File: config.mk
export PLATFORM = sky130hd
export DESIGN_NAME = tpw_timer
export DESIGN_NICKNAME = d
export VERILOG_FILES = /design/src/common/tpw_pkg.sv /design/src/hw/tpw_prescale.sv /design/src/hw/tpw_sync.sv /design/src/hw/tpw_timer.sv
export VERILOG_INCLUDE_DIRS = /design/src /design/src/common
export SDC_FILE = /design/constraint.sdc
export NUM_CORES = 1
export LEC_CHECK = 0
export ABC_AREA = 1
export BUFFER_PORTS_ARGS = -buffer_cell sky130_fd_sc_hd__buf_2
export CORE_MARGIN = 5
export CORE_UTILIZATION = 59
export CTS_CLUSTER_SIZE = 12
export DETAILED_ROUTE_END_ITERATION = 6
export PLACE_DENSITY_LB_ADDON = 0.3
export SLEW_MARGIN = 10
export SYNTH_ARGS = -nofsm -noshare
export SYNTH_HDL_FRONTEND = slang
export SYNTH_SLANG_ARGS = --single-unit
File: constraint.sdc
create_clock -name pclk -period 3.19 [get_ports pclk]
set_input_delay 0.638 -clock pclk [delete_from_list [all_inputs] [get_ports pclk]]
set_output_delay 0.638 -clock pclk [all_outputs]
set_load 0.05 [all_outputs]
File: src/common/tpw_defines.svh
// register indices, field positions, reset values and codes for the pwm timer
`ifndef TPW_DEFINES_SVH
`define TPW_DEFINES_SVH

// register indices; byte address is four times the index
`define TPW_IDX_CTRL    6'h10
`define TPW_IDX_CNT_HI  6'h12
`define TPW_IDX_CNT_LO  6'h13
`define TPW_IDX_MOD_HI  6'h14
`define TPW_IDX_MOD_LO  6'h15
`define TPW_IDX_CH0_CTL 6'h16
`define TPW_IDX_CH0_HI  6'h17
`define TPW_IDX_CH0_LO  6'h18
`define TPW_IDX_CH1_CTL 6'h19
`define TPW_IDX_CH1_HI  6'h1A
`define TPW_IDX_CH1_LO  6'h1B

// field positions of timer and channel control words; only flag and ie are shared by both
`define TPW_B_FLAG  7
`define TPW_B_IE    6
`define TPW_B_HALT  5
`define TPW_B_CLR   4
`define TPW_B_LINK  5
`define TPW_B_MSA   4
`define TPW_B_ELSH  3
`define TPW_B_ELSL  2
`define TPW_B_TOV   1
`define TPW_B_MAX   0

// reset values and codes
`define TPW_MOD_RST   16'hFFFF
`define TPW_CNT_ZERO  16'h0000
`define TPW_PS_EXT    3'h7
`define TPW_ELS_OFF   2'h0
`define TPW_ELS_TGL   2'h1
`define TPW_ELS_CLR   2'h2
`define TPW_ELS_SET   2'h3
`define TPW_DIV_ZERO  6'h00

`endif

File: src/common/tpw_pkg.sv
// types shared by the pwm timer modules
package tpw_pkg;

  typedef struct packed {
    logic       psel;
    logic       penable;
    logic       pwrite;
    logic [7:0] paddr;
    logic [31:0] pwdata;
  } tpw_apb_req_t;

  typedef struct packed {
    logic       ie;
    logic       msb;
    logic       msa;
    logic [1:0] els;
    logic       tov;
    logic       cmax;
  } tpw_chctl_t;

  typedef struct packed {
    logic [15:0]           cnt;
    logic [15:0]           modv;
    logic [1:0][15:0]      cmp;
    tpw_chctl_t [1:0]      ch;
    logic                  rollover_flag;
    logic                  rollover_irq_enable;
    logic                  halt;
    logic [2:0]            ps;
    logic                  mod_inh;
    logic                  arm_tof;
    logic [1:0]            chf;
    logic [1:0]            arm_ch;
    logic [1:0]            out;
    logic                  sel;
    logic                  last;
    logic                  latched;
    logic [7:0]            lo_latch;
    logic [2:0]            pin_prev;
    logic                  irq;
    logic [31:0]           prdata;
  } tpw_state_t;

  typedef struct packed {
    logic [5:0] div;
  } tpw_pre_state_t;

  typedef struct packed {
    logic [2:0] s1;
    logic [2:0] s2;
  } tpw_sync_state_t;

endpackage

File: src/hw/tpw_prescale.sv
// count-clock prescaler: bus clock divided by 1..64 or external pin edges
`timescale 1ns/1ns
`include "tpw_defines.svh"
module tpw_prescale
  import tpw_pkg::*;
(
  // clock and reset
  input  wire logic       pclk,
  input  wire logic       presetn,
  // control
  input  wire logic       clr,
  input  wire logic [2:0] sel,
  input  wire logic       ext_rise,
  // one-cycle count enable
  output logic            tick
);

  tpw_pre_state_t s_r;
  tpw_pre_state_t s_nxt;

  always_comb begin
    s_nxt     = s_r;
    s_nxt.div = clr ? `TPW_DIV_ZERO : s_r.div + 6'h01;
  end

  // sel 0 to 6 divide by 2^sel: pulse when the low sel bits are all ones; sel 7 takes external edges
  always_comb begin
    case (sel)
      3'h0:        tick = 1'b1;
      3'h1:        tick = s_r.div[0];
      3'h2:        tick = &s_r.div[1:0];
      3'h3:        tick = &s_r.div[2:0];
      3'h4:        tick = &s_r.div[3:0];
      3'h5:        tick = &s_r.div[4:0];
      3'h6:        tick = &s_r.div[5:0];
      `TPW_PS_EXT: tick = ext_rise;
      default:     tick = 1'b0;
    endcase
  end

  always_ff @(posedge pclk or negedge presetn) begin
    if (!presetn) begin
      s_r <= '0;
    end else begin
      s_r <= s_nxt;
    end
  end

endmodule // tpw_prescale

File: src/hw/tpw_sync.sv
// two-flop synchroniser for the three shared port pins
`timescale 1ns/1ns
module tpw_sync
  import tpw_pkg::*;
(
  // clock and reset
  input  wire logic       pclk,
  input  wire logic       presetn,
  // pins in, synchronised out
  input  wire logic [2:0] pin_async,
  output logic      [2:0] pin_sync
);

  tpw_sync_state_t s_r;
  tpw_sync_state_t s_nxt;

  always_comb begin
    s_nxt    = s_r;
    s_nxt.s1 = pin_async;
    s_nxt.s2 = s_r.s1;
  end

  always_ff @(posedge pclk or negedge presetn) begin
    if (!presetn) begin
      s_r <= '0;
    end else begin
      s_r <= s_nxt;
    end
  end

  assign pin_sync = s_r.s2;

endmodule // tpw_sync

File: src/hw/tpw_timer.sv
// two-channel 16-bit pwm timer with apb register access
//
// Our own choices: the address map and the APB slave port.
`timescale 1ns/1ns
`include "tpw_defines.svh"
module tpw_timer
  import tpw_pkg::*;
(
  // apb slave
  input  wire logic         pclk,
  input  wire logic         presetn,
  input  wire tpw_apb_req_t apb_req,
  output logic      [31:0]  prdata,
  output logic              pready,
  output logic              pslverr,
  // system state
  input  wire logic         wait_mode,
  input  wire logic         dbg_break,
  input  wire logic         break_clear_enable,
  // port pins: bit 0 external count clock, bit 1 channel 0, bit 2 channel 1
  input  wire logic [2:0]   pin_in,
  output logic      [2:0]   pin_out,
  output logic      [2:0]   pin_oe,
  // port register side
  input  wire logic [2:0]   port_data_out,
  input  wire logic [2:0]   port_direction,
  // interrupt request, also the wake request
  output logic              timer_irq
);

  tpw_state_t s_r;
  tpw_state_t s_nxt;

  logic [2:0]  pin_sync;
  logic [5:0]  idx;
  logic        hit;
  logic        acc_done;
  logic        wr;
  logic        rd;
  logic [7:0]  wdat;
  logic        can_clr;
  logic        tick;
  logic        run;
  logic        ovf;
  logic        cnt_clr;
  logic        link;
  logic        ext_sel;
  logic [15:0] cnt_adv;
  logic [7:0]  rd_mux;
  logic [1:0]  oc_mode;
  logic [1:0]  ic_mode;
  logic [1:0]  match;
  logic [1:0]  ev;
  logic [1:0][15:0] cmp_val;

  ////////////////////////////////////////////////////////////////////////////
  tpw_sync u_sync (
    .pclk      (pclk),
    .presetn   (presetn),
    .pin_async (pin_in),
    .pin_sync  (pin_sync)
  );

  tpw_prescale u_pre (
    .pclk     (pclk),
    .presetn  (presetn),
    .clr      (cnt_clr),
    .sel      (s_r.ps),
    .ext_rise (pin_sync[0] & ~s_r.pin_prev[0]),
    .tick     (tick)
  );

  ////////////////////////////////////////////////////////////////////////////
  // bus decode; no wait states, so access completes on its first access cycle
  assign idx      = apb_req.paddr[7:2];
  assign acc_done = apb_req.psel & apb_req.penable;
  assign wdat     = apb_req.pwdata[7:0];
  always_comb begin
    case (idx)
      `TPW_IDX_CTRL, `TPW_IDX_CNT_HI, `TPW_IDX_CNT_LO, `TPW_IDX_MOD_HI,
      `TPW_IDX_MOD_LO, `TPW_IDX_CH0_CTL, `TPW_IDX_CH0_HI, `TPW_IDX_CH0_LO,
      `TPW_IDX_CH1_CTL, `TPW_IDX_CH1_HI, `TPW_IDX_CH1_LO:
        hit = (apb_req.paddr[1:0] == 2'h0);
      default:
        hit = 1'b0;
    endcase
  end
  assign wr      = acc_done & apb_req.pwrite & hit & ~wait_mode;
  assign rd      = acc_done & ~apb_req.pwrite & hit & ~wait_mode;
  assign pready  = 1'b1;
  assign pslverr = acc_done & (~hit | wait_mode);
  assign prdata  = s_r.prdata;
  assign can_clr = ~dbg_break | break_clear_enable;

  ////////////////////////////////////////////////////////////////////////////
  // counter timing
  assign cnt_clr = wr & (idx == `TPW_IDX_CTRL) & wdat[`TPW_B_CLR];
  assign run     = tick & ~s_r.halt & ~dbg_break;
  assign cnt_adv = (s_r.cnt == s_r.modv) ? `TPW_CNT_ZERO : s_r.cnt + 16'h0001;
  assign ovf     = run & (s_r.cnt == s_r.modv);
  assign link    = s_r.ch[0].msb;
  assign ext_sel = (s_r.ps == `TPW_PS_EXT);

  ////////////////////////////////////////////////////////////////////////////
  // per-channel mode decode, compare and capture
  genvar gi;
  generate
    for (gi = 0; gi < 2; gi++) begin : g_ch
      logic en;
      logic buf_ch;
      logic rise;
      logic fall;
      assign en     = (gi == 0) | ~link;
      assign buf_ch = (gi == 0) & link;
      assign cmp_val[gi] = buf_ch ? s_r.cmp[s_r.sel] : s_r.cmp[gi];
      assign oc_mode[gi] = en & (s_r.ch[gi].els != `TPW_ELS_OFF) &
                           (buf_ch | s_r.ch[gi].msa);
      assign ic_mode[gi] = en & (s_r.ch[gi].els != `TPW_ELS_OFF) &
                           ~buf_ch & ~s_r.ch[gi].msa;
      // continuous compare, a late overwrite can skip a period
      assign match[gi] = run & oc_mode[gi] & (cnt_adv == cmp_val[gi]);
      assign rise      = pin_sync[gi+1] & ~s_r.pin_prev[gi+1];
      assign fall      = ~pin_sync[gi+1] & s_r.pin_prev[gi+1];
      assign ev[gi]    = match[gi] | (ic_mode[gi] &
                         ((s_r.ch[gi].els[0] & rise) | (s_r.ch[gi].els[1] & fall)));
      // pin owned by the channel, else plain port pin
      assign pin_out[gi+1] = oc_mode[gi] ? s_r.out[gi] : port_data_out[gi+1];
      assign pin_oe[gi+1]  = oc_mode[gi] | (~ic_mode[gi] & port_direction[gi+1]);
    end
  endgenerate

  // external count pin is forced to input when it is the count source
  assign pin_out[0] = port_data_out[0];
  assign pin_oe[0]  = ~ext_sel & port_direction[0];

  ////////////////////////////////////////////////////////////////////////////
  // read mux, sampled in the setup cycle so prdata leaves a flop
  always_comb begin
    case (idx)
      `TPW_IDX_CTRL:    rd_mux = {s_r.rollover_flag, s_r.rollover_irq_enable, s_r.halt, 2'h0, s_r.ps};
      `TPW_IDX_CNT_HI:  rd_mux = s_r.cnt[15:8];
      `TPW_IDX_CNT_LO:  rd_mux = s_r.latched ? s_r.lo_latch : s_r.cnt[7:0];
      `TPW_IDX_MOD_HI:  rd_mux = s_r.modv[15:8];
      `TPW_IDX_MOD_LO:  rd_mux = s_r.modv[7:0];
      `TPW_IDX_CH0_CTL: rd_mux = {s_r.chf[0], s_r.ch[0]};
      `TPW_IDX_CH0_HI:  rd_mux = s_r.cmp[0][15:8];
      `TPW_IDX_CH0_LO:  rd_mux = s_r.cmp[0][7:0];
      `TPW_IDX_CH1_CTL: rd_mux = {s_r.chf[1], s_r.ch[1]};
      `TPW_IDX_CH1_HI:  rd_mux = s_r.cmp[1][15:8];
      `TPW_IDX_CH1_LO:  rd_mux = s_r.cmp[1][7:0];
      default:          rd_mux = 8'h00;
    endcase
  end

  ////////////////////////////////////////////////////////////////////////////
  always_comb begin
    logic       o;
    logic [5:0] ctl_idx;
    logic [5:0] hi_idx;
    logic [5:0] lo_idx;
    s_nxt          = s_r;
    o              = 1'b0;
    ctl_idx        = `TPW_IDX_CH0_CTL;
    hi_idx         = `TPW_IDX_CH0_HI;
    lo_idx         = `TPW_IDX_CH0_LO;
    s_nxt.pin_prev = pin_sync;
    if (apb_req.psel & ~apb_req.penable) begin
      s_nxt.prdata = (hit & ~wait_mode) ? {24'h000000, rd_mux} : 32'h00000000;
    end
    // counter
    if (cnt_clr) begin
      s_nxt.cnt = `TPW_CNT_ZERO;
    end else if (run) begin
      s_nxt.cnt = cnt_adv;
    end
    // timer control register
    if (wr & (idx == `TPW_IDX_CTRL)) begin
      s_nxt.rollover_irq_enable = wdat[`TPW_B_IE];
      s_nxt.halt = wdat[`TPW_B_HALT];
      s_nxt.ps   = wdat[2:0];
      if (~wdat[`TPW_B_FLAG] & s_r.arm_tof & can_clr) begin
        s_nxt.rollover_flag     = 1'b0;
        s_nxt.arm_tof = 1'b0;
      end
    end
    if (rd & (idx == `TPW_IDX_CTRL) & s_r.rollover_flag & can_clr) begin
      s_nxt.arm_tof = 1'b1;
    end
    // counter read latches the low byte until it is read
    if (rd & (idx == `TPW_IDX_CNT_HI)) begin
      s_nxt.latched  = 1'b1;
      s_nxt.lo_latch = s_r.cnt[7:0];
    end
    if (rd & (idx == `TPW_IDX_CNT_LO)) begin
      s_nxt.latched = 1'b0;
    end
    // modulo
    if (wr & (idx == `TPW_IDX_MOD_HI)) begin
      s_nxt.modv[15:8] = wdat;
      s_nxt.mod_inh    = 1'b1;
    end
    if (wr & (idx == `TPW_IDX_MOD_LO)) begin
      s_nxt.modv[7:0] = wdat;
      s_nxt.mod_inh   = 1'b0;
    end
    // channels
    for (int i = 0; i < 2; i++) begin
      ctl_idx = (i == 0) ? `TPW_IDX_CH0_CTL : `TPW_IDX_CH1_CTL;
      hi_idx  = (i == 0) ? `TPW_IDX_CH0_HI : `TPW_IDX_CH1_HI;
      lo_idx  = (i == 0) ? `TPW_IDX_CH0_LO : `TPW_IDX_CH1_LO;
      if (wr & (idx == ctl_idx) & ((i == 0) | ~link)) begin
        s_nxt.ch[i].ie   = wdat[`TPW_B_IE];
        s_nxt.ch[i].msb  = (i == 0) & wdat[`TPW_B_LINK];
        s_nxt.ch[i].msa  = wdat[`TPW_B_MSA];
        s_nxt.ch[i].els  = wdat[`TPW_B_ELSH:`TPW_B_ELSL];
        s_nxt.ch[i].tov  = wdat[`TPW_B_TOV];
        s_nxt.ch[i].cmax = wdat[`TPW_B_MAX];
        if (~wdat[`TPW_B_FLAG] & s_r.arm_ch[i] & can_clr) begin
          s_nxt.chf[i]    = 1'b0;
          s_nxt.arm_ch[i] = 1'b0;
        end
      end
      if (rd & (idx == ctl_idx) & s_r.chf[i] & can_clr) begin
        s_nxt.arm_ch[i] = 1'b1;
      end
      if (wr & (idx == hi_idx)) begin
        s_nxt.cmp[i][15:8] = wdat;
        s_nxt.last         = (i == 1);
      end
      if (wr & (idx == lo_idx)) begin
        s_nxt.cmp[i][7:0] = wdat;
        s_nxt.last        = (i == 1);
      end
      if (ic_mode[i] & ev[i]) begin
        s_nxt.cmp[i] = s_r.cnt;
      end
      // output level
      o = s_r.out[i];
      if (~oc_mode[i]) begin
        if (s_r.ch[i].els == `TPW_ELS_OFF) begin
          o = ~s_r.ch[i].msa;
        end
      end else begin
        if (ovf & s_r.ch[i].tov) begin
          o = ~o;
        end
        if (match[i]) begin
          case (s_r.ch[i].els)
            `TPW_ELS_TGL: o = ~o;
            `TPW_ELS_CLR: o = 1'b0;
            `TPW_ELS_SET: o = 1'b1;
            default:      o = o;
          endcase
        end
        if (s_r.ch[i].cmax & ~s_r.ch[i].tov) begin
          o = (s_r.ch[i].els != `TPW_ELS_SET);
        end
      end
      s_nxt.out[i] = o;
      // a new event wins over a clear in the same cycle and drops the armed step
      if (ev[i]) begin
        s_nxt.chf[i]    = 1'b1;
        s_nxt.arm_ch[i] = 1'b0;
      end
    end
    // buffered source select
    if (~link) begin
      s_nxt.sel  = 1'b0;
      s_nxt.last = 1'b0;
    end else if (ovf) begin
      s_nxt.sel = s_nxt.last;
    end
    if (ovf & ~s_r.mod_inh) begin
      s_nxt.rollover_flag     = 1'b1;
      s_nxt.arm_tof = 1'b0;
    end
    s_nxt.irq = (s_nxt.rollover_flag & s_nxt.rollover_irq_enable) |
                (s_nxt.chf[0] & s_nxt.ch[0].ie) |
                (s_nxt.chf[1] & s_nxt.ch[1].ie & ~s_nxt.ch[0].msb);
  end

  always_ff @(posedge pclk or negedge presetn) begin
    if (!presetn) begin
      s_r      <= '0;
      s_r.modv <= `TPW_MOD_RST;
      s_r.halt <= 1'b1;
    end else begin
      s_r <= s_nxt;
    end
  end

  assign timer_irq = s_r.irq;
endmodule // tpw_timer
==> results.ini <==
[setup_path]
startpoint_type = flip-flop
worst-setup-path-type = flip-flop to flip-flop
critPathBufInv = 2
crit_path_start = s_r[134]
crit_path_top_delay_cell = dfrtp_1
path_delay_family = simple AND/OR/NAND/NOR gates
path_cells = inv_2, nand2_1, nand2_1, nor2_1, nand2_1, nor2_1, nand2_1, buf_12, nand2_1, xor2_1, nand2_1, nor2_1, nand2_1, nor2_2, nand2_1, nand2_1, nand3_1, nand2_1, nand2_1
cp-end-kind = flip-flop
reg2reg_from = s_r[134]
critPathMaxFanout = 47
crit_required_ns = 3.51
crit_top_cell = nand2_1
critPathMaxStageDelay_ns = 0.55
crit_arrival_ns = 3.24

[clock_tree]
cts_tree = done
cts_max_level = 4
clk_latency_ns = 0.43
cts.reportedPaths.clkPinSlew_ns = 0.06
cts.sinks = 126
root_buffer = clkbuf_16
cts_buffers = 17
cts_setup_buffers = 0
ctsResizeCount = 0
postCtsHoldBufs = 0
clk_path_buf_depth = 2

[synth]
ys_ff_latch = 126
synth-edff-count = 0
ys_warn_count = 0
synth.area.top_cells = dfrtp_1 35%, nand2_1 16%, inv_1 6.2%, nor2_1 5.8%, dfstp_2 5.7%
netlist_area_um2 = 7820
ys_types = 45
synth.largest_area_cell = dfrtp_1
syn_area_per_cell_um2 = 7.10
synth_flop_cell = dfrtp_1
synth-async-reset-ratio_pct = 100
netlist_instances = 1102
synth.top_cell.area_share_pct = 34.9
yosysSeqAreaShare_pct = 40.6

[route]
dr.pass1.iters = 7
routed_wl_um = 26100
vias_per_cell = 5.89
drt_iter0_drc = 1098
ant_nets = 0
wire_per_inst_um = 19.4
route.detailed.drc = 1
dr_total_vias = 7928

[global_routing]
grt_pass1_wl_um = 39800
met2_usage_pct = 49.0
grt_pass1_vias = 7289
busiest_layer = met2
track_usage_pct = 32.8
overflow = 0
grt_start_max_net_pins = 54
antenna_found_initial = 0
use_met1_pct = 42.6
grtUsageMet3_pct = 11.6

[sta]
maxSlewHeadroom_pct = 57.0
period_minus_slack_ns = 2.92
clock_skew_ns = 0.0135
rsz0062_at_grt = false
layout_setup_ws_ns = 0.272
hold_viol = 0
final-setup-viol-count = 0
drv_slew = 0
worst_slew_pin_slew_ns = 0.638
fin_crit_sh_pct = 91.5
max_freq_ghz = 0.343
tns_ns = 0

[power_and_ir_drop]
power_density_nw_per_um2 = 503
ir_drop_v = 0.000386
p_leak_nw = 4.50

[finish]
drive_gt1_share_pct = 12.9
synthToLayoutAreaGrowth_pct = 12.4
fillers = 1146
final_area_um2 = 8790
diodes = 0
final_nets = 1219

[place]
dp_hpwl_um = 19500
portBuffers = 46
gp_congestion = 1.05
post-place-ws_ns = 0.416
placed_area_um2 = 8210

[floorplanning]
coreArea_um2 = 13100
rows = 42
fp.dieH_um = 125
die_area_um2 = 15700
die_w_um = 125
io_pins = 98
start_util_pct = 59.5

[run_status]
failed_checks = DRC
status = complete, but fails checks

[min_path]
hold_class = input pin to asynchronous set/reset pin

[run]
max_cap_viol_count = 0

## cells in the mapped netlist, types with 2 or more instances
library cell / n
o221ai_1: 32
nand3_2: 6
a211oi_1: 3
buf_2: 6
a21oi_1: 46
xor2_1: 15
o31ai_1: 3
nand3_1: 57
nor4_1: 2
inv_1: 130
dfrtp_1: 109
nand4_1: 5
inv_2: 12
or2_2: 2
nand2_2: 2
a221oi_1: 15
o21ai_1: 2
o21ai_0: 77
nor3_1: 8
buf_4: 34
buf_6: 3
nor2_4: 2
ha_1: 4
o22ai_1: 20
nor2_1: 120
dfstp_2: 17
xnor2_1: 4
clkbuf_1: 15
nand2_1: 332
conb_1: 2
nor2_2: 3
## where the power goes
group	total (mW)	switching (mW)	internal, mW	leakage, nW
Clock	1.97	0.802	1.17	0.283
Sequential	1.76	0.0985	1.66	1.40
Combinational	0.693	0.507	0.185	2.81
## final cells by class
cell class | instances | area (µm²) | share of cell area, %
Inverter | 143 | 537 | 6.11
Sequential cell | 126 | 3170 | 36.1
Timing Repair Buffer | 72 | 453 | 5.15
Clock buffer | 18 | 429 | 4.88
Tap cell | 176 | 220 | 2.50
Clock inverter | 14 | 155 | 1.76
Multi-Input combinational cell | 798 | 3820 | 43.5
## kinds of logic after synthesis
group | share of synthesized area [%]
adders and majority gates | 0.640
and+or+nand+nor | 28.7
DFF | 40.6
other | 0.0960
buffers and inverters | 11.7
xor gates and xnor gates | 2.13
AOI/OAI and AO/OA | 16.2
## through the flow
stage	util [%]	total power, mW	cells	hold slack, ns
2_1_floorplan	-	2.22	1125	0.331
3_3_place_gp	62.5	2.44	1315	0.333
3_5_place_dp	62.5	2.45	1315	0.338
4_1_cts	66.9	4.40	1347	0.215
5_1_grt	66.9	4.56	1347	0.245
6_report	66.9	4.42	1347	0.202
## placed cells by master (no fill, tap or decap), drive strengths merged
master,instances
clkinv,4
bufinv,2
nor4,2
conb,25
nand3,63
dfstp,17
a221oi,15
o2111ai,1
o22ai,20
nor3,9
a22oi,1
nand2,334
o221ai,32
nand4,5
dfrtp,109
nand3b,1
o31ai,3
o21ai,80
a31oi,1
a21oi,47
o21bai,1
ha,4
clkinvlp,2
or2,3
inv,149
a211oi,3
o211ai,1
and2,1
nor2,126
clkbuf,18
xnor2,4
xor2,15
buf,72
o21a,1
## metal layers
| layer | up-vias | share of wire, % |
|---|---|---|
| met4 | 0 | 5.6 |
| met3 | 115 | 13 |
| li1 | 3667 | - |
| met2 | 521 | 43 |
| met5 | - | 0 |
| met1 | 3625 | 38 |
## worst paths after layout
path / to / slack [ns] / cells past startpoint
max: s_r[47] / 0.27 / 19
min: s_r[132] / 0.20 / 1
max reg2reg: s_r[47] / 0.27 / 19
min reg2reg: u_sync.pin_sync[0] / 0.36 / 0
max in group asynchronous: s_r[121] / 2.11 / 2
min in group pclk: u_sync.s_nxt[1] / 0.31 / 1
## flip-flops by register name, summed over array words and instances, names as in the netlist
register         cells
u_sync.pin_sync      3
timer_irq            1
g_ch.buf_ch          1
prdata               8
u_sync.s_nxt         3
s_r                 88
cmp_val             16
u_pre.s_r            6
(Power assumes the default switching activity.)
